**src/common/usp_pkg.sv**
```systemverilog
// Purpose: shared constants and types of serial port zero
// Assumes: the special function register space is byte addressed
// Notes: mode enum order follows the two-bit mode field
package usp_pkg;

    // register addresses on the special function register port
    localparam logic [7:0] USP_CTRL_ADDR = 8'h98;
    localparam logic [7:0] USP_DATA_ADDR = 8'h99;
    localparam logic [7:0] USP_RELL_ADDR = 8'h96;
    localparam logic [7:0] USP_RELH_ADDR = 8'h97;
    localparam logic [7:0] USP_RSRC_ADDR = 8'hD8;

    // control register field positions
    localparam int USP_MODE_HI = 7;
    localparam int USP_MODE_LO = 6;
    localparam int USP_MULTIPROC_EN_BIT = 5;
    localparam int USP_REN = 4;
    localparam int USP_TB8 = 3;
    localparam int USP_RB8 = 2;
    localparam int USP_TI = 1;
    localparam int USP_RI = 0;
    // rate source select position
    localparam int USP_RSRC_BIT = 7;

    // values after reset
    localparam logic [7:0] USP_CTRL_RST = 8'h00;
    localparam logic [7:0] USP_DATA_RST = 8'h00;
    localparam logic [9:0] USP_RELOAD_RST = 10'h000;
    localparam logic USP_RSRC_RST = 1'b0;

    // reload generator overflows when it reaches this count
    localparam logic [9:0] USP_GEN_TOP = 10'h3FF;

    // shift mode: one bit per twelve oscillator cycles
    localparam logic [3:0] USP_SHIFT_LAST = 4'hB;
    localparam logic [3:0] USP_SHIFT_HALF = 4'h6;

    // asynchronous modes: sixteen ticks per bit, sample at the centre
    localparam logic [3:0] USP_OVS_LAST = 4'hF;
    localparam logic [3:0] USP_OVS_CENTRE = 4'h7;

    // frame lengths and sample counts
    localparam logic [3:0] USP_BITS_SHIFT = 4'h8;
    localparam logic [3:0] USP_BITS_UART8 = 4'hA;
    localparam logic [3:0] USP_BITS_UART9 = 4'hB;
    localparam logic [3:0] USP_RX_LAST8 = 4'h8;
    localparam logic [3:0] USP_RX_LAST9 = 4'h9;

    // operating modes
    typedef enum logic [1:0] {
        USP_SHIFT,
        USP_UART8,
        USP_UART9F,
        USP_UART9V
    } usp_mode_t;

    // asynchronous receiver states
    typedef enum logic [1:0] {
        USP_RX_IDLE,
        USP_RX_START,
        USP_RX_BITS
    } usp_rx_state_t;

endpackage

```
**src/core/usp_pair_buf.sv**
```systemverilog
// Purpose: two-entry buffer with valid and ready on both sides
// Assumes: source and sink on the same clock
// Notes: in_ready drops only when both entries hold words
`timescale 1ns/1ps
`default_nettype none
module usp_pair_buf #(
    parameter int W = 9
) (
    // clock and reset
    input wire logic clk,
    input wire logic rst,
    // filling side
    input wire logic in_valid,
    output logic in_ready,
    input wire logic [W-1:0] in_data,
    // draining side
    output logic out_valid,
    input wire logic out_ready,
    output logic [W-1:0] out_data
);

    logic [W-1:0] d0_ff;
    logic [W-1:0] d1_ff;
    logic [1:0] cnt_ff;
    logic push;
    logic pop;

    // honest full and empty from the count
    assign in_ready = cnt_ff != 2'h2;
    assign out_valid = cnt_ff != 2'h0;
    assign out_data = d0_ff;
    assign push = in_valid && in_ready;
    assign pop = out_valid && out_ready;

    // head entry, refilled from the tail or the input on a pop
    always_ff @(posedge clk or posedge rst) begin
        if (rst) begin
            d0_ff <= '0;
            d1_ff <= '0;
            cnt_ff <= 2'h0;
        end else begin
            if (pop) begin
                d0_ff <= (cnt_ff == 2'h2) ? d1_ff : in_data;
            end else if (push && cnt_ff == 2'h0) begin
                d0_ff <= in_data;
            end
            if (push && cnt_ff == 2'h1 && !pop) begin
                d1_ff <= in_data;
            end
            cnt_ff <= cnt_ff + {1'b0, push} - {1'b0, pop};
        end
    end

endmodule // usp_pair_buf
`default_nettype wire

```
**src/core/usp_serial_port.sv**
```systemverilog
// Purpose: serial port zero, shift-register and asynchronous modes
// Assumes: clk is the oscillator; register port and timer overflow on clk
// Notes: received words queue in a two-entry buffer ahead of the data register
// Notes on behaviour
// - rate from reload generator or timer overflow
// - one data register: write sends, read receives
// - new word accepted while previous unread
// - control bits 7:6 select among four modes
// - shift mode runs at oscillator over twelve
// - fixed 9-bit mode: clock over 32 or 64
// - control bit 5 enables multiprocessor filtering
// - control bit 4 enables reception
// - bit 2 gets ninth or stop bit
// - bit 1 set when transmit finishes
// - bit 0 set on reception, software clears
// - shift mode: data pin both ways, clock out
// - shift receive starts on write ren=1, ri=0
// - async modes receive when ren is set and the buffer has room
// - 8-bit frame: start, eight data, stop
// - start bit syncs; stop lands in bit 2
// - fixed 9-bit frame has eleven bits
// - ninth bit sent from bit 3, captured in 2
// - variable 9-bit mode uses selectable rate
// - transmit and receive run at once in async modes
// - rate source bit 7 picks timer or generator
// - generator reloads from low and high bytes
`timescale 1ns/1ps
`default_nettype none
module usp_serial_port (
    // clock and reset
    input wire logic clk,
    input wire logic rst,
    // special function register port
    input wire logic [7:0] sfr_addr,
    input wire logic sfr_wr,
    input wire logic sfr_rd,
    input wire logic [7:0] sfr_wdata,
    output logic [7:0] sfr_rdata,
    // rate inputs
    input wire logic timer1_ovf,
    input wire logic rate_double_bit,
    // line pins
    input wire logic serial_data_pin_in,
    output logic serial_data_pin_out,
    output logic serial_data_pin_oe,
    output logic serial_out_pin
);

    // nine-bit frame modes
    function automatic logic is_nine(input usp_pkg::usp_mode_t m);
        return m == usp_pkg::USP_UART9F || m == usp_pkg::USP_UART9V;
    endfunction
    // mode field of a control byte
    function automatic usp_pkg::usp_mode_t mode_of(input logic [7:0] b);
        return usp_pkg::usp_mode_t'(b[usp_pkg::USP_MODE_HI:usp_pkg::USP_MODE_LO]);
    endfunction

    logic [7:0] ctrl_ff, data_ff, rdata_ff;
    logic [9:0] rel_ff, gen_cnt_ff;
    logic [1:0] pre_ff;
    logic rsrc_ff, sync1_ff, sync2_ff, prev_ff;
    logic tx_busy_ff, m0_rx_ff, out_ff, dout_ff, doe_ff;
    logic [10:0] tx_shift_ff, shift_n;
    logic [3:0] tx_cnt_ff, tx_sub_ff, rx_tick_ff, rx_cnt_ff;
    usp_pkg::usp_rx_state_t rx_state_ff, nxt_rx_state;
    logic [8:0] rx_shift_ff, nxt_rx_shift, buf_out_data;
    // next values and pulses from the two sequencers
    logic busy_n, m0_rx_n, ti_set, m0_push, a_push;
    logic [3:0] cnt_n, sub_n, nxt_rx_tick, nxt_rx_cnt;
    // buffer handshake seen from the port
    logic buf_in_ready, buf_out_valid;

    // register port decode
    wire ctrl_wr = sfr_wr && sfr_addr == usp_pkg::USP_CTRL_ADDR;
    wire data_wr = sfr_wr && sfr_addr == usp_pkg::USP_DATA_ADDR;
    wire rell_wr = sfr_wr && sfr_addr == usp_pkg::USP_RELL_ADDR;
    wire relh_wr = sfr_wr && sfr_addr == usp_pkg::USP_RELH_ADDR;
    wire rsrc_wr = sfr_wr && sfr_addr == usp_pkg::USP_RSRC_ADDR;

    wire usp_pkg::usp_mode_t mode = mode_of(ctrl_ff);
    wire m0 = mode == usp_pkg::USP_SHIFT;
    wire nine = is_nine(mode);
    wire ren = ctrl_ff[usp_pkg::USP_REN];
    wire multiproc_en_bit = ctrl_ff[usp_pkg::USP_MULTIPROC_EN_BIT];
    wire rx_line = sync2_ff;

    // generator counts up from reload to top
    wire gen_ovf = gen_cnt_ff == usp_pkg::USP_GEN_TOP;
    // overflow source; picks timer or generator
    // fixed 9-bit mode overflows every clock
    // variable 9-bit mode follows the selected source
    wire ovf_src = (mode == usp_pkg::USP_UART9F) ? 1'b1 : (rsrc_ff ? gen_ovf : timer1_ovf);
    // sixteen ticks per bit: halve with doubling set, quarter without
    wire tick16 = ovf_src && (rate_double_bit ? pre_ff[0] : pre_ff == 2'h3);

    // buffer between receivers and the data register
    wire [8:0] m0_word = {1'b0, rx_line, tx_shift_ff[7:1]};
    wire [8:0] rx_new = {rx_line, rx_shift_ff[8:1]};
    wire [8:0] a_word = nine ? rx_shift_ff : rx_new;
    wire [8:0] buf_in_data = m0_push ? m0_word : a_word;
    wire buf_out_ready = !ctrl_ff[usp_pkg::USP_RI];
    wire pop = buf_out_valid && buf_out_ready;

    // received words wait here while the data register is unread
    usp_pair_buf #(
        .W(9)
    ) u_rx_buf (
        .clk(clk),
        .rst(rst),
        .in_valid(a_push || m0_push),
        .in_ready(buf_in_ready),
        .in_data(buf_in_data),
        .out_valid(buf_out_valid),
        .out_ready(buf_out_ready),
        .out_data(buf_out_data)
    );

    // transmit and shift engine controls
    wire tx_start = data_wr && !tx_busy_ff;
    // shift receive triggered by the control write itself
    wire m0_rx_go = ctrl_wr && mode_of(sfr_wdata) == usp_pkg::USP_SHIFT
        && sfr_wdata[usp_pkg::USP_REN] && !sfr_wdata[usp_pkg::USP_RI] && !tx_busy_ff;
    wire m0_step = tx_busy_ff && m0 && tx_sub_ff == usp_pkg::USP_SHIFT_LAST;
    wire a_step = tx_busy_ff && !m0 && tick16 && tx_sub_ff == usp_pkg::USP_OVS_LAST;
    wire tx_last = tx_cnt_ff == 4'h1;
    // a full buffer stalls the last shift-in rather than losing the word
    wire m0_hold = m0_rx_ff && m0_step && tx_last && !buf_in_ready;
    // shift clock low for six of twelve cycles
    wire sclk = !(tx_busy_ff && m0 && tx_sub_ff < usp_pkg::USP_SHIFT_HALF);

    // transmit and shift-mode sequencing
    always_comb begin
        busy_n = tx_busy_ff;
        m0_rx_n = m0_rx_ff;
        shift_n = tx_shift_ff;
        cnt_n = tx_cnt_ff;
        sub_n = tx_sub_ff;
        ti_set = 1'b0;
        m0_push = 1'b0;
        if (tx_start) begin
            // data write loads the sender; frame build
            // ninth slot carries the software ninth bit
            busy_n = 1'b1;
            m0_rx_n = 1'b0;
            sub_n = 4'h0;
            cnt_n = m0 ? usp_pkg::USP_BITS_SHIFT
                : (nine ? usp_pkg::USP_BITS_UART9 : usp_pkg::USP_BITS_UART8);
            shift_n = m0 ? {3'h7, sfr_wdata}
                : {1'b1, nine ? ctrl_ff[usp_pkg::USP_TB8] : 1'b1, sfr_wdata, 1'b0};
        end else if (m0_rx_go) begin
            busy_n = 1'b1;
            m0_rx_n = 1'b1;
            sub_n = 4'h0;
            cnt_n = usp_pkg::USP_BITS_SHIFT;
            shift_n = '1;
        end else if (tx_busy_ff && !m0_hold) begin
            if (m0) begin
                sub_n = m0_step ? 4'h0 : tx_sub_ff + 4'h1;
            end else if (tick16) begin
                sub_n = tx_sub_ff + 4'h1;
            end
            if (m0_step || a_step) begin
                // lsb first; shift receive fills from the data pin
                shift_n = m0_rx_ff ? {3'h7, m0_word[7:0]} : {1'b1, tx_shift_ff[10:1]};
                cnt_n = tx_cnt_ff - 4'h1;
                if (tx_last) begin
                    busy_n = 1'b0;
                    m0_rx_n = 1'b0;
                    m0_push = m0_rx_ff;
                    // flag raised after the last bit ends: the stop bit, or the eighth bit of a shift-mode send
                    ti_set = !m0_rx_ff;
                end
            end
        end
    end

    // asynchronous receiver
    always_comb begin
        nxt_rx_state = rx_state_ff;
        nxt_rx_tick = rx_tick_ff;
        nxt_rx_cnt = rx_cnt_ff;
        nxt_rx_shift = rx_shift_ff;
        a_push = 1'b0;
        // clearing enable drops any frame in progress
        if (!ren || m0) begin
            nxt_rx_state = usp_pkg::USP_RX_IDLE;
        end else begin
            unique case (rx_state_ff)
                usp_pkg::USP_RX_IDLE: begin
                    // armed by enable and a free buffer entry; falling edge
                    if (prev_ff && !rx_line && buf_in_ready) begin
                        nxt_rx_state = usp_pkg::USP_RX_START;
                        nxt_rx_tick = 4'h0;
                    end
                end
                usp_pkg::USP_RX_START: begin
                    if (tick16) begin
                        nxt_rx_tick = rx_tick_ff + 4'h1;
                        // start bit confirmed at its centre
                        if (rx_tick_ff == usp_pkg::USP_OVS_CENTRE) begin
                            nxt_rx_state = rx_line ? usp_pkg::USP_RX_IDLE : usp_pkg::USP_RX_BITS;
                            nxt_rx_cnt = 4'h0;
                        end
                    end
                end
                usp_pkg::USP_RX_BITS: begin
                    if (tick16) begin
                        nxt_rx_tick = rx_tick_ff + 4'h1;
                        if (rx_tick_ff == usp_pkg::USP_OVS_CENTRE) begin
                            nxt_rx_cnt = rx_cnt_ff + 4'h1;
                            if (rx_cnt_ff != usp_pkg::USP_RX_LAST9) begin
                                nxt_rx_shift = rx_new;
                            end
                            if (rx_cnt_ff == (nine ? usp_pkg::USP_RX_LAST9
                                    : usp_pkg::USP_RX_LAST8)) begin
                                nxt_rx_state = usp_pkg::USP_RX_IDLE;
                                a_push = !multiproc_en_bit || (nine ? rx_shift_ff[8] : rx_line);
                            end
                        end
                    end
                end
            endcase
        end
    end

    // pop sets the receive flag; hardware set beats a clear
    wire nxt_ri = pop || (ctrl_wr ? sfr_wdata[usp_pkg::USP_RI] : ctrl_ff[usp_pkg::USP_RI]);
    // transmit flag, set wins over a same-cycle clear
    wire nxt_ti = ti_set || (ctrl_wr ? sfr_wdata[usp_pkg::USP_TI] : ctrl_ff[usp_pkg::USP_TI]);
    // ninth or stop bit, untouched in shift mode
    wire nxt_rb8 = (pop && !m0) ? buf_out_data[8]
        : (ctrl_wr ? sfr_wdata[usp_pkg::USP_RB8] : ctrl_ff[usp_pkg::USP_RB8]);
    wire [7:0] nxt_ctrl = {ctrl_wr ? sfr_wdata[7:3] : ctrl_ff[7:3], nxt_rb8, nxt_ti, nxt_ri};

    // read multiplexer; unmapped addresses read zero
    wire [7:0] rd_val =
        (sfr_addr == usp_pkg::USP_CTRL_ADDR) ? ctrl_ff :
        (sfr_addr == usp_pkg::USP_DATA_ADDR) ? data_ff :
        (sfr_addr == usp_pkg::USP_RELL_ADDR) ? rel_ff[7:0] :
        (sfr_addr == usp_pkg::USP_RELH_ADDR) ? {6'h00, rel_ff[9:8]} :
        (sfr_addr == usp_pkg::USP_RSRC_ADDR) ? {rsrc_ff, 7'h00} : 8'h00;

    // software registers and read data
    always_ff @(posedge clk or posedge rst) begin
        if (rst) begin
            ctrl_ff <= usp_pkg::USP_CTRL_RST;
            data_ff <= usp_pkg::USP_DATA_RST;
            rel_ff <= usp_pkg::USP_RELOAD_RST;
            rsrc_ff <= usp_pkg::USP_RSRC_RST;
            rdata_ff <= 8'h00;
        end else begin
            ctrl_ff <= nxt_ctrl;
            data_ff <= pop ? buf_out_data[7:0] : data_ff;
            rel_ff[7:0] <= rell_wr ? sfr_wdata : rel_ff[7:0];
            rel_ff[9:8] <= relh_wr ? sfr_wdata[1:0] : rel_ff[9:8];
            rsrc_ff <= rsrc_wr ? sfr_wdata[usp_pkg::USP_RSRC_BIT] : rsrc_ff;
            rdata_ff <= sfr_rd ? rd_val : rdata_ff;
        end
    end

    // rate generation; the generator runs always so switching is glitch free
    always_ff @(posedge clk or posedge rst) begin
        if (rst) begin
            gen_cnt_ff <= usp_pkg::USP_RELOAD_RST;
            pre_ff <= 2'h0;
        end else begin
            gen_cnt_ff <= gen_ovf ? rel_ff : gen_cnt_ff + 10'h001;
            pre_ff <= ovf_src ? pre_ff + 2'h1 : pre_ff;
        end
    end

    // data pin synchroniser, then one more stage for the edge detector
    always_ff @(posedge clk or posedge rst) begin
        if (rst) begin
            sync1_ff <= 1'b1;
            sync2_ff <= 1'b1;
            prev_ff <= 1'b1;
        end else begin
            sync1_ff <= serial_data_pin_in;
            sync2_ff <= sync1_ff;
            prev_ff <= sync2_ff;
        end
    end

    // sender and receiver state run side by side
    always_ff @(posedge clk or posedge rst) begin
        if (rst) begin
            tx_busy_ff <= 1'b0;
            m0_rx_ff <= 1'b0;
            tx_shift_ff <= '1;
            tx_cnt_ff <= 4'h0;
            tx_sub_ff <= 4'h0;
            rx_state_ff <= usp_pkg::USP_RX_IDLE;
            rx_tick_ff <= 4'h0;
            rx_cnt_ff <= 4'h0;
            rx_shift_ff <= '0;
        end else begin
            tx_busy_ff <= busy_n;
            m0_rx_ff <= m0_rx_n;
            tx_shift_ff <= shift_n;
            tx_cnt_ff <= cnt_n;
            tx_sub_ff <= sub_n;
            rx_state_ff <= nxt_rx_state;
            rx_tick_ff <= nxt_rx_tick;
            rx_cnt_ff <= nxt_rx_cnt;
            rx_shift_ff <= nxt_rx_shift;
        end
    end

    // pins: shift clock or serial out, data pin driven on shift send
    always_ff @(posedge clk or posedge rst) begin
        if (rst) begin
            out_ff <= 1'b1;
            dout_ff <= 1'b1;
            doe_ff <= 1'b0;
        end else begin
            out_ff <= m0 ? sclk : tx_shift_ff[0];
            dout_ff <= tx_shift_ff[0];
            doe_ff <= tx_busy_ff && m0 && !m0_rx_ff;
        end
    end

    assign serial_out_pin = out_ff;
    assign serial_data_pin_out = dout_ff;
    assign serial_data_pin_oe = doe_ff;
    assign sfr_rdata = rdata_ff;
endmodule // usp_serial_port
`default_nettype wire

```
**config.mk**
```make
export PLATFORM = sky130hd
export DESIGN_NAME = usp_serial_port
export DESIGN_NICKNAME = d
export VERILOG_FILES = /design/src/common/usp_pkg.sv /design/src/core/usp_pair_buf.sv /design/src/core/usp_serial_port.sv
export SDC_FILE = /design/constraint.sdc
export NUM_CORES = 1
export LEC_CHECK = 0
export ABC_AREA = 1
export BUFFER_PORTS_ARGS = -buffer_cell sky130_fd_sc_hd__buf_4
export CORE_MARGIN = 1.5
export CORE_UTILIZATION = 60
export CTS_BUF_LIST = sky130_fd_sc_hd__clkbuf_4
export DETAILED_ROUTE_END_ITERATION = 7
export PLACE_DENSITY = 0.82
export SLEW_MARGIN = 20
export SYNTH_ARGS = -nofsm -noshare
export SYNTH_HDL_FRONTEND = slang
export SYNTH_SLANG_ARGS = --single-unit
```
**constraint.sdc**
```tcl
create_clock -name clk -period 6.9 [get_ports clk]
set_input_delay 1.035 -clock clk [delete_from_list [all_inputs] [get_ports clk]]
set_output_delay 1.035 -clock clk [all_outputs]
set_load 0.01 [all_outputs]
```
* After elaboration in Yosys (flattened, before gate mapping) *
Index checks and enable logic that the tools add are counted.

word-level totals
  bits in registers = 113
  bits in latches = 0
  memory bits (writable) = 0
  bits in read-only memories = 0
  input port bits = 23
  word-level logic and storage cells = 217
  memories kept = 0

operators by class
  $add $sub $neg = 8
  $mul = 0
  div/mod/pow operators = 0
  order comparisons = 1
  eq/ne operators = 32
  shift-type cells = 0
  mux-type cells = 78
  bitwise operators = 1
  reduce and logical (&&, ||, !) cells = 69

operators by type and width
  kind                     count
  $mux W4                  16
  $mux W9                  5
  $mux W11                 4
  $eq A8 B8 Y1 const B     5
  $mux W8                  5
  $mux W1                  33
  $logic_and A1 B1 Y1      30
  $mux W10                 3
  $mux W2                  9
  $ne A3 B3 Y1 const B     6
  $pmux W4 S2              2
  $add A4 B1 Y4 const B    3
  $logic_not A1 Y1         12
  $ne A2 B2 Y1 const B     6
  $reduce_and A6 Y1        2
  $add A10 B1 Y10 const B  1
  $eq A10 B10 Y1 const B   1
  $eq A2 B2 Y1 const B     5
  $reduce_bool A3 Y1       3
  $eq A4 B4 Y1 const B     2
  $logic_not A2 Y1         4
  $reduce_bool A2 Y1       4
  $logic_or A1 B1 Y1       7
  $pmux W2 S3              1
  17 further kinds         20

* Logic depth before layout (Yosys ltp) *
Gate-level depths: netlist of run 1.

  word-level depth = 16
  mapped depth = 14
  gate-level depth less buffers = 13

* By module *
A second synthesis of run 1 with hierarchy kept.

unflattened totals
  cell total of the unflattened synthesis = 785
  area, all modules = 6170.9 um^2

modules (own cells, without submodules)
  module           instances  cells an instance  area each (um^2)
  usp_serial_port  1          652                5054.8
  usp_pair_buf     1          133                1116.1

* Worst setup path before layout of run 1 *
No wires, ideal clock.

  path kind = input-to-reg
  from = input port sfr_addr[5]
  to = register tx_shift_ff[1]
  setup time = 0.060 ns
  arrival = 2.242 ns
  required time = 6.840 ns
  path slack = 4.598 ns
  cell stages on the path = 13
  path buffers = 2
  cell sequence = inv_1 nand3_1 nor2_2 buf_6 nand3_4 nor2_4 nand3_1 nand2_2 inv_2 nand2_4 buf_8 o221ai_1 nand2_1

between the ends
  longest elaborated chain between the ends = 8
  elaborated cells between the ends (all ways) = 14
  classes of those cells = eq/ne: 2; mux: 2; reduce/logical: 10

RTL lines
  item                                                      RTL line                source
  start: declaration                                        usp_serial_port.sv:34   input wire logic [7:0] sfr_addr,
  $eq A8 B8 Y1                                              usp_serial_port.sv:74   wire ctrl_wr = sfr_wr && sfr_addr == usp_pkg::USP_CTRL_ADDR;
  $logic_and A1 B1 Y1                                       usp_serial_port.sv:74
  $logic_and A1 B1 Y1                                       usp_serial_port.sv:121  wire m0_rx_go = ctrl_wr && mode_of(sfr_wdata) == usp_pkg::USP_SHIFT
  $logic_and A1 B1 Y1 (3 in a row)                          usp_serial_port.sv:122  && sfr_wdata[usp_pkg::USP_REN] && !sfr_wdata[usp_pkg::USP_RI] && !tx_busy_ff;
  $reduce_bool A3 Y1 (no line) or $mux W11 (tied branches)  -
  $reduce_and A2 Y1 (no line) or $mux W11 (tied branches)   -
  end signal: assignment                                    usp_serial_port.sv:300  tx_shift_ff <= shift_n;
  end: declaration                                          usp_serial_port.sv:63   logic [10:0] tx_shift_ff, shift_n;

Several ways; a longest one is shown, not always the timed one.
A chain may end at the register's enable or synchronous reset.

* Worst setup path in the final report of run 1 *
  from = register ctrl_ff[7]
  to = register u_rx_buf.d0_ff[7], in the netlist u_rx_buf.out_data[7]

between the ends
  longest elaborated chain between the ends = 15
  elaborated cells between the ends (all ways) = 41
  classes of those cells = eq/ne: 3; mux: 17; reduce/logical: 21

RTL lines
  item                                                                   RTL line                source
  start: declaration                                                     usp_serial_port.sv:58   logic [7:0] ctrl_ff, data_ff, rdata_ff;
  start signal: assignment                                               usp_serial_port.sv:246  ctrl_ff <= usp_pkg::USP_CTRL_RST;
  start signal: assignment                                               usp_serial_port.sv:252  ctrl_ff <= nxt_ctrl;
  parallel branches: the longest is 15 deep, another holds $eq A4 B4 Y1  -
  end signal: assignment                                                 usp_pair_buf.sv:43      d0_ff <= (cnt_ff == 2'h2) ? d1_ff : in_data;
  end signal: assignment                                                 usp_pair_buf.sv:45      d0_ff <= in_data;
  end: declaration                                                       usp_pair_buf.sv:22      logic [W-1:0] d0_ff;

Several ways; the timed one is not identified. The select of a mux whose other input is x is not followed.

==> results of run 1 <==
==> per-stage QoR <==
step | power (uW) | instances | setup slack (ns) | area, um^2 | util (%)
after floorplan | 976 | 712 | 2.93 | 5890 | -
after global placement | 1040 | 856 | 3.99 | 6170 | 65.9
after detailed placement | 1060 | 856 | 3.88 | 6170 | 65.9
after CTS | 1370 | 872 | 4.16 | 6300 | 67.2
after global routing | 1450 | 872 | 3.86 | 6300 | 67.2
final | 1370 | 872 | 4.13 | 6300 | 67.2
==> cell usage in the layout (no fill, tap or decap), types with 12 or more instances in the layout <==
| master | count |
|---|---|
| a21oi_1 | 19 |
| buf_4 | 34 |
| dfrtp_1 | 97 |
| dfstp_2 | 15 |
| ha_1 | 12 |
| inv_1 | 87 |
| nand2_1 | 194 |
| nand3_1 | 69 |
| nor2_1 | 22 |
| o21ai_0 | 80 |
==> synth_stat cells, types with 2 or more instances <==
| cell | n |
|---|---|
| nand3_2 | 2 |
| o22ai_1 | 8 |
| xor2_1 | 7 |
| nor2_4 | 4 |
| o221ai_1 | 7 |
| inv_2 | 4 |
| nand4_2 | 4 |
| nand3_1 | 69 |
| o21ai_0 | 80 |
| a21oi_1 | 19 |
| nand4_1 | 3 |
| buf_6 | 4 |
| xnor2_1 | 4 |
| o31ai_1 | 6 |
| clkbuf_1 | 8 |
| nor3_1 | 7 |
| inv_1 | 88 |
| buf_2 | 2 |
| nand2_2 | 7 |
| dfstp_2 | 15 |
| o21ai_2 | 9 |
| nand2_4 | 6 |
| nand2_1 | 194 |
| nor2_1 | 22 |
| ha_1 | 12 |
| dfrtp_1 | 97 |
| a31oi_1 | 2 |
==> kinds of logic (layout without fill, tap and decap cells) <==
family                     after synthesis  in the layout  synth area share, %
DFF                                    112            112                 47.9
and+or+nand+nor                        329            329                 26.3
muxes                                    1              1                0.191
buffers and inverters                  112            143                 8.28
adders and majority gates               12             12                 2.55
AOI/OAI and AO/OA                      135            135                 13.1
xor gates and xnor gates                11             11                 1.64
==> power by group through the flow <==
stage / clock network, uW / registers, uW / logic (uW)
after detailed placement: 0 / 782 / 282
after global placement: 0 / 777 / 260
final: 311 / 771 / 284
after CTS: 318 / 770 / 284
after floorplan: 0 / 766 / 210
after global routing: 341 / 779 / 330
==> worst register-to-register path, stage by stage, from the launching register on <==
cell     delay, ns
dfrtp_1       0.69
nor2_4        0.52
nand2_2       0.16
nor3_4        0.21
inv_1         0.12
nand2_2       0.24
nand2_4       0.15
nand2_4       0.13
nand2_2       0.15
nand2_4       0.16
nand3_1       0.13
nand2_1       0.08
==> flip-flops by register name (all words and copies together) (netlist names), 8 cells and up <==
name	cells
gen_cnt_ff	10
rel_ff	10
tx_shift_ff	10
rx_shift_ff	9
u_rx_buf.d1_ff	9
u_rx_buf.out_data	9
ctrl_ff	8
data_ff	8
sfr_rdata	8
==> cell type report <==
cell class              count  area share [%]
multi-input cells         488            41.0
well taps                 129            2.56
repair buffers             34            4.05
flip-flops and latches    112            44.8
clock inverters             6           0.814
clock buffers              10            1.19
inverters                  93            5.62
==> layer usage <==
| metal | global-route usage [%] | up-vias |
|---|---|---|
| met5 | 0 | - |
| met4 | 10.9 | 0 |
| met3 | 3.56 | 35 |
| met2 | 44.2 | 149 |
| met1 | 36.4 | 2281 |
| li1 | - | 2375 |
==> worst max-delay path by stage <==
| stage | endpoint | start | slack, ns |
|---|---|---|---|
| 6_report | u_rx_buf.out_data[7]$_DFFE_PP0P_ | ctrl_ff[7]$_DFFE_PP0N_ | 4.13 |
| 5_1_grt | u_rx_buf.out_data[4]$_DFFE_PP0P_ | ctrl_ff[7]$_DFFE_PP0N_ | 3.86 |
| 4_1_cts | u_rx_buf.out_data[4]$_DFFE_PP0P_ | ctrl_ff[7]$_DFFE_PP0N_ | 4.16 |
| 3_5_place_dp | tx_shift_ff[9]$_DFFE_PP1P_ | sfr_addr[5] | 3.88 |
| 3_3_place_gp | tx_shift_ff[2]$_DFFE_PP1P_ | sfr_addr[5] | 3.99 |
| 2_1_floorplan | ctrl_ff[0]$_DFF_PP0_ | rst | 2.93 |
==> impl_results.md, run 1 <==
- Status: completed
- WL met3: 632 um
- Reg power frac: 56.4%
- H-tree levels: 3
- Final hold vios: 0
- Final critical-path required period: 2.77 ns
- RSZ-0062 raised after global routing: no
- Aggregate global-route resource usage: 26.9%
- Slew at the pin closest to its max-slew limit: 0.842 ns
- CP arrival: 3.19 ns
- Die Ht: 102 um
- Sw Pwr: 466 uW
- Synth Flop Type: dfrtp_1
- Synth cell types: 49
- FFs w/ async S/R, synth: 100%
- Yosys top cell by area: dfrtp_1
- Bufs on Longest Clock Path: 2
- FP Rows: 35
- Hold Path End: serial_data_pin_out$_DFF_PP1_
- Routed met2 length: 6380 um
- Reg2reg path depth: 11
- Reg area: 0.00282 mm^2
- Grt ovf: 0
- Total Wirelength: 13,000 um
- Critical path class: reg2reg
- Rel. slew slack: 43.9%
- Max Transition Viols Final: 0
- Setup bufs post-CTS: 0
- Core ar.: 0.00937 mm^2
- Initial drt markers: 361
- Endpoint type of the worst setup path: flip-flop
- Starting density of the core: 62.9%
- Die footprint: 0.0104 mm^2
- Clock share of power: 22.8%
- Vias per cell: 5.55
- Sw Ratio: 34.1%
- R2R Path End: u_rx_buf.out_data[7]$_DFFE_PP0P_
- Crit-path leading delay family: simple AND/OR/NAND/NOR gates
- Initial antenna violation count: 0
- Hold_buf cts: 0
- Syn Area/Cell: 8.27 um^2
- Area Growth Syn to Fin: 6.95%
- VDD IR-drop max: 220 uV
- Cell-internal power: 901 uW
- IO Count: 34
- Max cap viols: 0
- Multi-input logic area: 0.00258 mm^2
- Vias in the first global route: 4,585
- Max frequency: 0.360 GHz
- Met1 WL: 5600 um
- Root Driver: clkbuf_4
- Setup TNS: 0 ns
- # setup viols final: 0
- Combinational fraction of design power: 20.8%
- Final ANT Viol Nets: 0
- R2R Setup Slk: 4.13 ns
- Share of cells above drive strength 1: 15.1%
- R2r startpoint: ctrl_ff[7]$_DFFE_PP0N_
- First-pass GRT wire length: 21,900 um
- Hold slack: 0.361 ns
- Via count: 4,840
- DRC viols: 0
- Placer Congestion: 0.983
- Seq cells post-synth: 112
- Nets: 773
- Max FO, Critical Path: 22
- Synthesized area: 0.00589 mm^2
- Critical Path RT: 7.32 ns
- HPWL after DPL: 9670 um
- Hold Path Depth: 0
- Startpoint Class: flip-flop
- Min-Delay Path Class: reg2reg
- IO Port Bufs: 33
- Crit share post-route: 40.2%
- Yosys top cell area share: 41.2%
- Register clock-pin slew on the reported worst setup and hold paths: 0.18 ns
- Top Layer Used: met4
- Syn. warnings: 0
- WP depth: 11
- Post_cts resized: 0
- CP cell instances: nor2_4, nand2_2, nor3_4, inv_1, nand2_2, nand2_4, nand2_4, nand2_2, nand2_4, nand3_1, nand2_1
- Initial DRT Pass Iterations: 5
- Hold path start: tx_shift_ff[0]$_DFFE_PP1P_
- Clock sink count: 112
- WL/cell: 14.9 um
- Post-synthesis sequential area ratio: 47.9%
- Area contributors post-synth: dfrtp_1 41%, nand2_1 12%, o21ai_0 6.8%, dfstp_2 6.7%, nand3_1 5.9%
- Worst-skew pair later-pin latency: 0.47 ns
- Synth Instances: 712
- # fillers: 783
- Lkg Pwr: 0.00313 uW
- Die Wd: 102 um
- CP max stage cell: dfrtp_1
- Largest net degree at the start of global routing: 70
- Inserted Clock Buffers: 9
- Post-synthesis net count: 747
- Critical path's largest stage delay: 0.69 ns
- CTS tree: done
- Fin Clk Skew: 0.0195 ns
- Worst Path Buf+Inv: 1
- Post-synth EDFFs: 0
- Power density over cell area: 217 mW/mm^2
- Antenna Cells: 0
No activity file was read; power rests on OpenSTA's default activity.
==> run 2, diff against run 1 <==
Settings changed: ABC_AREA 1 to 0.
Clock period 6.9 ns to 2.8 ns, I/O delays scaled along.
==> run 2 against run 1 <==
Compared with the run above: final cell count decreased by 16%; sequential power up 140%; critical path depth is 2 lower; synthesized cell count shrank 22%; worst setup slack got worse by 4.0 ns; largest cell class unchanged.
==> impl_results.md, run 2 <==
- Status: completed (unchanged)
- Synthesized area: 0.00580 mm^2 (was 0.00589 mm^2)
- Inserted Clock Buffers: 9 (unchanged)
- Share of cells above drive strength 1: 22.4% (was 15.1%)
- Die Ht: 101 um (was 102 um)
- R2R Setup Slk: 0.08 ns (was 4.13 ns)
- # setup viols final: 0 (unchanged)
- Initial antenna violation count: 0 (unchanged)
- Hold slack: 0.0546 ns (was 0.361 ns)
- Startpoint Class: flip-flop (unchanged)
- Yosys top cell area share: 41.9% (was 41.2%)
- Synth Flop Type: dfrtp_1 (unchanged)
- Syn Area/Cell: 10.4 um^2 (was 8.27 um^2)
- Core ar.: 0.00928 mm^2 (was 0.00937 mm^2)
- H-tree levels: 3 (unchanged)
- Die footprint: 0.0103 mm^2 (was 0.0104 mm^2)
- Initial drt markers: 429 (was 361)
- Regs by FF count: gen_cnt_ff (10), rel_ff (10), tx_shift_ff (10) (unchanged)
- Max frequency: 0.367 GHz (was 0.360 GHz)
- Yosys top cell by area: dfrtp_1 (unchanged)
- Synth Instances: 558 (was 712)
- CTS tree: done (unchanged)
- Vias in the first global route: 4,304 (was 4,585)
- Most frequent cell after synthesis: dfrtp_1 (was nand2_1)
- Bufs on Longest Clock Path: 2 (unchanged)
- IO Port Bufs: 33 (unchanged)
- Grt ovf: 0 (unchanged)
- Starting density of the core: 62.5% (was 62.9%)
- FP Rows: 35 (unchanged)
- Lkg Pwr: 0.00287 uW (was 0.00313 uW)
- Most common cell after layout, fill and taps aside: dfrtp_1 (was nand2_1)
- Placer Congestion: 0.873 (was 0.983)
- Endpoint type of the worst setup path: flip-flop (unchanged)
- Synth cell types: 64 (was 49)
- Most Crowded Layer GR: met2 (unchanged)
- Fin Clk Skew: 0.0224 ns (was 0.0195 ns)
- DRC viols: 0 (unchanged)
- Min-Delay Path Class: in2reg (was reg2reg)
- Post-synth EDFFs: 0 (unchanged)
- VDD IR-drop max: 408 uV (was 220 uV)
- Via count: 4,481 (was 4,840)
- M3 GR Usage: 5.80% (was 3.56%)
- Initial DRT Pass Iterations: 5 (unchanged)
- Max FO, Critical Path: 9 (was 22)
- Nets: 636 (was 773)
- Post-synthesis net count: 593 (was 747)
- Crit share post-route: 97.2% (was 40.2%)
- Root Driver: clkbuf_4 (unchanged)
- IO Count: 34 (unchanged)
- Final critical-path required period: 2.72 ns (was 2.77 ns)
- M1 GR Usage: 33.9% (was 36.4%)
- Total Wirelength: 12,600 um (was 13,000 um)
- Critical path class: reg2reg (unchanged)
- # placed instances: 716 (was 856)
- Die Wd: 101 um (was 102 um)
- Worst-skew pair later-pin latency: 0.47 ns (about the same)
- Commonest non-fill, non-tap cells in the layout: 97 x dfrtp_1, 53 x nand2_1, 53 x buf_4 (was 194 x nand2_1, 97 x dfrtp_1, 87 x inv_1)
- Rel. slew slack: 52.7% (was 43.9%)
- Final Non-Filler Cells: 735 (was 872)
- Post-synthesis sequential area ratio: 48.7% (was 47.9%)
- Power density over cell area: 498 mW/mm^2 (was 217 mW/mm^2)
- First-pass GRT wire length: 20,600 um (was 21,900 um)
- Max Transition Viols Final: 0 (unchanged)
- Slew at the pin closest to its max-slew limit: 0.707 ns (was 0.842 ns)
- RSZ-0062 raised after global routing: no (unchanged)
- Clock sink count: 112 (unchanged)
- Seq cells post-synth: 112 (unchanged)
- Largest net degree at the start of global routing: 103 (was 70)
- HPWL after DPL: 9090 um (was 9670 um)
- Setup TNS: 0 ns (unchanged)
- Vias per cell: 6.10 (was 5.55)
- Leading cell types by count after synthesis: 97 x dfrtp_1, 53 x nand2_1, 46 x nor2_1, 40 x mux2_2, 33 x mux2i_1 (was 194 x nand2_1, 97 x dfrtp_1, 88 x inv_1, 80 x o21ai_0, 69 x nand3_1)
- Critical Path RT: 3.16 ns (was 7.32 ns)
- Final ANT Viol Nets: 0 (unchanged)
- Met2 Usage GRT: 42.2% (was 44.2%)
- Aggregate global-route resource usage: 25.9% (was 26.9%)
- WL/cell: 17.1 um (was 14.9 um)
- Area Growth Syn to Fin: 11.0% (was 6.95%)
- Antenna Cells: 0 (unchanged)
- Final hold vios: 0 (unchanged)
- Syn. warnings: 0 (unchanged)
- FFs w/ async S/R, synth: 100% (unchanged)
- Register clock-pin slew on the reported worst setup and hold paths: 0.17 ns (was 0.18 ns)
- Area contributors post-synth: dfrtp_1 42%, mux2_2 7.8%, dfstp_2 6.8%, mux2i_1 5.7%, nand2_1 3.4% (was dfrtp_1 41%, nand2_1 12%, o21ai_0 6.8%, dfstp_2 6.7%, nand3_1 5.9%)
- Max cap viols: 0 (unchanged)
- # fillers: 721 (was 783)
- CP arrival: 3.08 ns (was 3.19 ns)
-- run 2: changes by cell type in the layout (fill, tap and decap cells not counted), sizes merged, moves of 21 or more --
cell,before,now
mux2,1,40
mux2i,0,33
nand3,72,13
inv,97,27
buf,34,55
o21ai,90,33
nand2,207,53
-- run 2: final timing paths --
| path | endpoint | depth (start not counted) | start |
|---|---|---|---|
| min in group asynchronous | gen_cnt_ff[4]$_DFF_PP0_ | 3 | rst |
| hold / removal | sync1_ff$_DFF_PP1_ | 1 | serial_data_pin_in |
| hold reg to reg | rx_line$_DFF_PP1_ | 0 | sync1_ff$_DFF_PP1_ |
| setup / recovery | u_rx_buf.d1_ff[0]$_DFFE_PP0P_ | 9 | gen_cnt_ff[1]$_DFF_PP0_ |
| setup reg to reg | u_rx_buf.d1_ff[0]$_DFFE_PP0P_ | 9 | gen_cnt_ff[1]$_DFF_PP0_ |
| max in group asynchronous | sync1_ff$_DFF_PP1_ | 4 | rst |
-- run 2: kinds of logic (layout without fill, tap and decap cells) --
logic type / Yosys count / count (layout) / synth area share (%)
AO/OA/AOI/OAI: 132 / 132 / 15.9
XOR/XNOR: 8 / 8 / 1.21
adder cells (fa/ha/maj): 12 / 12 / 2.59
buffers and inverters: 50 / 98 / 3.71
flip-flops: 112 / 112 / 48.7
multiplexers: 73 / 73 / 13.5
AND/OR/NAND/NOR: 171 / 171 / 14.4
-- run 2: what timing repair did --
action / 4_1_cts / 5_1_grt
setup buffers: 0 / 2
resized for setup: 0 / 1
hold buffers: 1 / 0
hold endpoints to repair: 10 / 0
endpoints found under the setup margin: 0 / 10
-- run 2: area by class of cell --
type / instances / area (um^2) / area share, %
timing repair buffer: 56 / 439 / 6.82
multi-input combinational: 396 / 2760 / 42.9
clock buffer: 10 / 75.1 / 1.17
clock inverter: 6 / 77.6 / 1.21
sequential: 112 / 2820 / 43.8
inverter: 26 / 101 / 1.57
tap: 129 / 161 / 2.51
-- run 2: metrics by stage --
stage	utilization, %	area [um^2]	total power (uW)	worst slack, ns
after CTS	69.1	6420	3230	0.106
after global routing	69.3	6440	3360	0.0113
final	69.3	6440	3210	0.0786
after detailed placement	67.4	6260	2390	0.149
after floorplan	-	5800	2190	0.188
after global placement	67.4	6260	2350	0.255
-- run 2: critical path, stage by stage (launching register included) --
cell       delay [ns]
dfrtp_1          0.41
ha_1             0.21
nand3_1          0.17
nor4_4           0.30
buf_4            0.19
o21a_1           0.20
nand3_1          0.17
a2111oi_4        0.40
buf_6            0.20
mux2_2           0.35
-- run 2: report_power, final --
| part | internal (uW) | total, uW | leakage, uW | switching [uW] |
|---|---|---|---|---|
| Clock | 299 | 842 | 0.0000806 | 544 |
| Sequential | 1730 | 1830 | 0.00143 | 97.5 |
| Combinational | 235 | 539 | 0.00136 | 305 |
-- run 2: metal layers --
metal	vias up	wire, um	part of all wire, %
met3	28	657	5.2
li1	2109	-	-
met1	2194	5420	43
met4	0	370	2.9
met5	-	0	0
met2	150	6140	49
==> run 3, diff against run 2 <==
Settings changed: CORE_UTILIZATION 60 to 35, PLACE_DENSITY 0.82 to 0.56.
Clock period 2.8 ns to 2.2 ns, I/O delays scaled along.
==> run 3 against run 2 <==
Compared with the run above: the run now ends with negative setup slack left; sequential power up 26%; clock-buffer cell count unchanged; combinational power up 69%; register-to-register slack worse by 0.38 ns; first-iteration DRC count down 45%; final cell count up 21%; non-clock buffer count up 65; via count up 4.0%; global-route usage down 8.3 points; power up 31%; critical path depth unchanged; die area up 69%; critical endpoint is now u_rx_buf.d1_ff[4]$_DFFE_PP0P_.
==> impl_results.md, run 3 (synthesis gave the netlist of run 2 again) <==
- Crit-path leading delay family: simple AND/OR/NAND/NOR gates (unchanged)
- Placer Congestion: 0.797 (was 0.873)
- Most common cell after layout, fill and taps aside: buf_4 (was dfrtp_1)
- Lkg Pwr: 0.00321 uW (was 0.00287 uW)
- Inserted Clock Buffers: 9 (unchanged)
- Initial antenna violation count: 1 (was 0)
- Starting density of the core: 36.1% (was 62.5%)
- IO Count: 34 (unchanged)
- Sw Ratio: 31.0% (was 29.5%)
- Final Util: 45.4% (was 69.3%)
- Reg power frac: 54.7% (was 56.9%)
- First-pass GRT wire length: 24,200 um (was 20,600 um)
- Die Wd: 132 um (was 101 um)
- Final Non-Filler Cells: 888 (was 735)
- Final critical-path required period: 2.51 ns (was 2.72 ns)
- Register clock-pin slew on the reported worst setup and hold paths: 0.20 ns (was 0.17 ns)
- Share of cells above drive strength 1: 33.8% (was 22.4%)
- Design Area, Final: 0.00729 mm^2 (was 0.00644 mm^2)
- Total Wirelength: 14,800 um (was 12,600 um)
- Worst-skew pair later-pin latency: 0.53 ns (was 0.47 ns)
- Hold Path Depth: 2 (was 1)
- # setup viols final: 28 (was 0)
- Final ANT Viol Nets: 0 (unchanged)
- Initial drt markers: 237 (was 429)
- Min-Delay Path Class: in2reg (unchanged)
- Endpoint type of the worst setup path: flip-flop (unchanged)
- Max Transition Viols Final: 0 (unchanged)
- Core ar.: 0.0161 mm^2 (was 0.00928 mm^2)
- Grt ovf: 0 (unchanged)
- PnR Total Power: 4210 uW (was 3210 uW)
- Critical path class: reg2reg (unchanged)
- Largest net degree at the start of global routing: 113 (was 103)
- # placed instances: 849 (was 716)
- Combinational fraction of design power: 21.6% (was 16.8%)
- Max FO, Critical Path: 4 (was 9)
- Rel. slew slack: 58.0% (was 52.7%)
- CP cell instances: ha_2, nand3_4, nor4_4, buf_4, o21bai_4, or2_4, a2111oi_4, buf_4, mux2_2 (was ha_1, nand3_1, nor4_4, buf_4, o21a_1, nand3_1, a2111oi_4, buf_6, mux2_2)
- Root Driver: clkbuf_4 (unchanged)
- WL/cell: 16.7 um (was 17.1 um)
- Worst Path Buf+Inv: 2 (unchanged)
- Final hold vios: 0 (unchanged)
- Failing checks: negative setup slack
- Slew at the pin closest to its max-slew limit: 0.630 ns (was 0.707 ns)
- Area after DPL: 0.00675 mm^2 (was 0.00626 mm^2)
- CP arrival: 2.94 ns (was 3.08 ns)
- Status: finished with violations (was completed)
- Max cap viols: 0 (unchanged)
- Crit-path most repeated cell: buf_4 (was nand3_1)
- CP max stage cell: dfrtp_1 (unchanged)
- Sw Pwr: 1310 uW (was 946 uW)
- DRC viols: 0 (unchanged)
- Max frequency: 0.399 GHz (was 0.367 GHz)
- Reg2reg path depth: 9 (unchanged)
- VDD IR-drop max: 296 uV (was 408 uV)
- Via count: 4,662 (was 4,481)
- HPWL after DPL: 10,300 um (was 9090 um)
- Initial DRT Pass Iterations: 4 (was 5)
- H-tree levels: 3 (unchanged)
- RSZ-0062 raised after global routing: yes (was no)
- Fin worst setup slack: -0.306 ns (was 0.0786 ns)
- Aggregate global-route resource usage: 17.6% (was 25.9%)
- CTS tree: done (unchanged)
- IO Port Bufs: 33 (unchanged)
- Clock sink count: 112 (unchanged)
- Power density over cell area: 577 mW/mm^2 (was 498 mW/mm^2)
- Die footprint: 0.0173 mm^2 (was 0.0103 mm^2)
- FP Rows: 46 (was 35)
- Cell-internal power: 2910 uW (was 2260 uW)
- Die Ht: 132 um (was 101 um)
- Nets: 701 (was 636)
- WP depth: 9 (unchanged)
- Clock share of power: 23.7% (was 26.3%)
- Commonest non-fill, non-tap cells in the layout: 111 x buf_4, 97 x dfrtp_1, 53 x nand2_1 (was 97 x dfrtp_1, 53 x nand2_1, 53 x buf_4)
- Regs by FF count: gen_cnt_ff (10), rel_ff (10), tx_shift_ff (10) (unchanged)
- Startpoint Class: flip-flop (unchanged)
- Vias in the first global route: 4,661 (was 4,304)
- Crit share post-route: 114% (was 97.2%)
- Fin Clk Skew: 0.0402 ns (was 0.0224 ns)
- Bufs on Longest Clock Path: 2 (unchanged)
- Vias per cell: 5.25 (was 6.10)
- Critical path's largest stage delay: 0.40 ns (was 0.41 ns)
- Critical Path RT: 2.63 ns (was 3.16 ns)
- Area Growth Syn to Fin: 25.8% (was 11.0%)
- Setup TNS: -4.91 ns (was 0 ns)
[run 3: power groups by stage]
stage / Clock, uW / Sequential [uW] / Combinational [uW]
global placement: 0 / 2330 / 821
finish: 998 / 2300 / 912
global route: 1150 / 2320 / 1010
CTS: 1050 / 2300 / 860
floorplan: 0 / 2330 / 486
detailed placement: 0 / 2330 / 844
[run 3: metrics by stage]
step / hold slack, ns / setup slack (ns)
6_report: 0.0691 / -0.306
3_3_place_gp: 0.348 / -0.349
4_1_cts: 0.0242 / -0.272
5_1_grt: -0.00163 / -0.377
2_1_floorplan: 0.334 / -0.376
3_5_place_dp: 0.347 / -0.443
[run 3: final timing paths]
path / start / to / slack [ns]
min in group asynchronous: rst / gen_cnt_ff[5]$_DFF_PP0_ / 0.48
min reg2reg: sync1_ff$_DFF_PP1_ / rx_line$_DFF_PP1_ / 0.37
min: sfr_wdata[4] / ctrl_ff[4]$_DFFE_PP0N_ / 0.07
max reg2reg: gen_cnt_ff[0]$_DFF_PP0_ / u_rx_buf.d1_ff[4]$_DFFE_PP0P_ / -0.31
max: gen_cnt_ff[0]$_DFF_PP0_ / u_rx_buf.d1_ff[4]$_DFFE_PP0P_ / -0.31
max in group asynchronous: rst / rx_state_ff[1]$_DFFE_PP0P_ / 1.19
[run 3: metal layers]
metal | vias up | share of wire (%) | track usage, %
met1 | 2316 | 46 | 23.2
met5 | - | 0 | 0
met3 | 14 | 4.0 | 4.71
met2 | 100 | 48 | 28.9
met4 | 0 | 1.3 | 4.07
li1 | 2232 | - | -
[run 3: cell type report]
cell class / instances / area [um^2]
Antenna cell: 1 / 2.50
Clock buffer: 10 / 75.1
Clock inverter: 6 / 50.0
Fill cell: 1523 / 8760
Inverter: 26 / 101
Multi-Input combinational cell: 396 / 3010
Sequential cell: 112 / 2820
Tap cell: 216 / 270
Timing Repair Buffer: 121 / 960
[run 3: what timing repair did]
item	4_1_cts	5_1_grt
resized for setup	31	32
endpoints found under the hold margin	91	1
setup endpoints to repair	39	51
pin swaps	8	8
buffers inserted	14	5
hold buffers	2	1
cloned	2	0
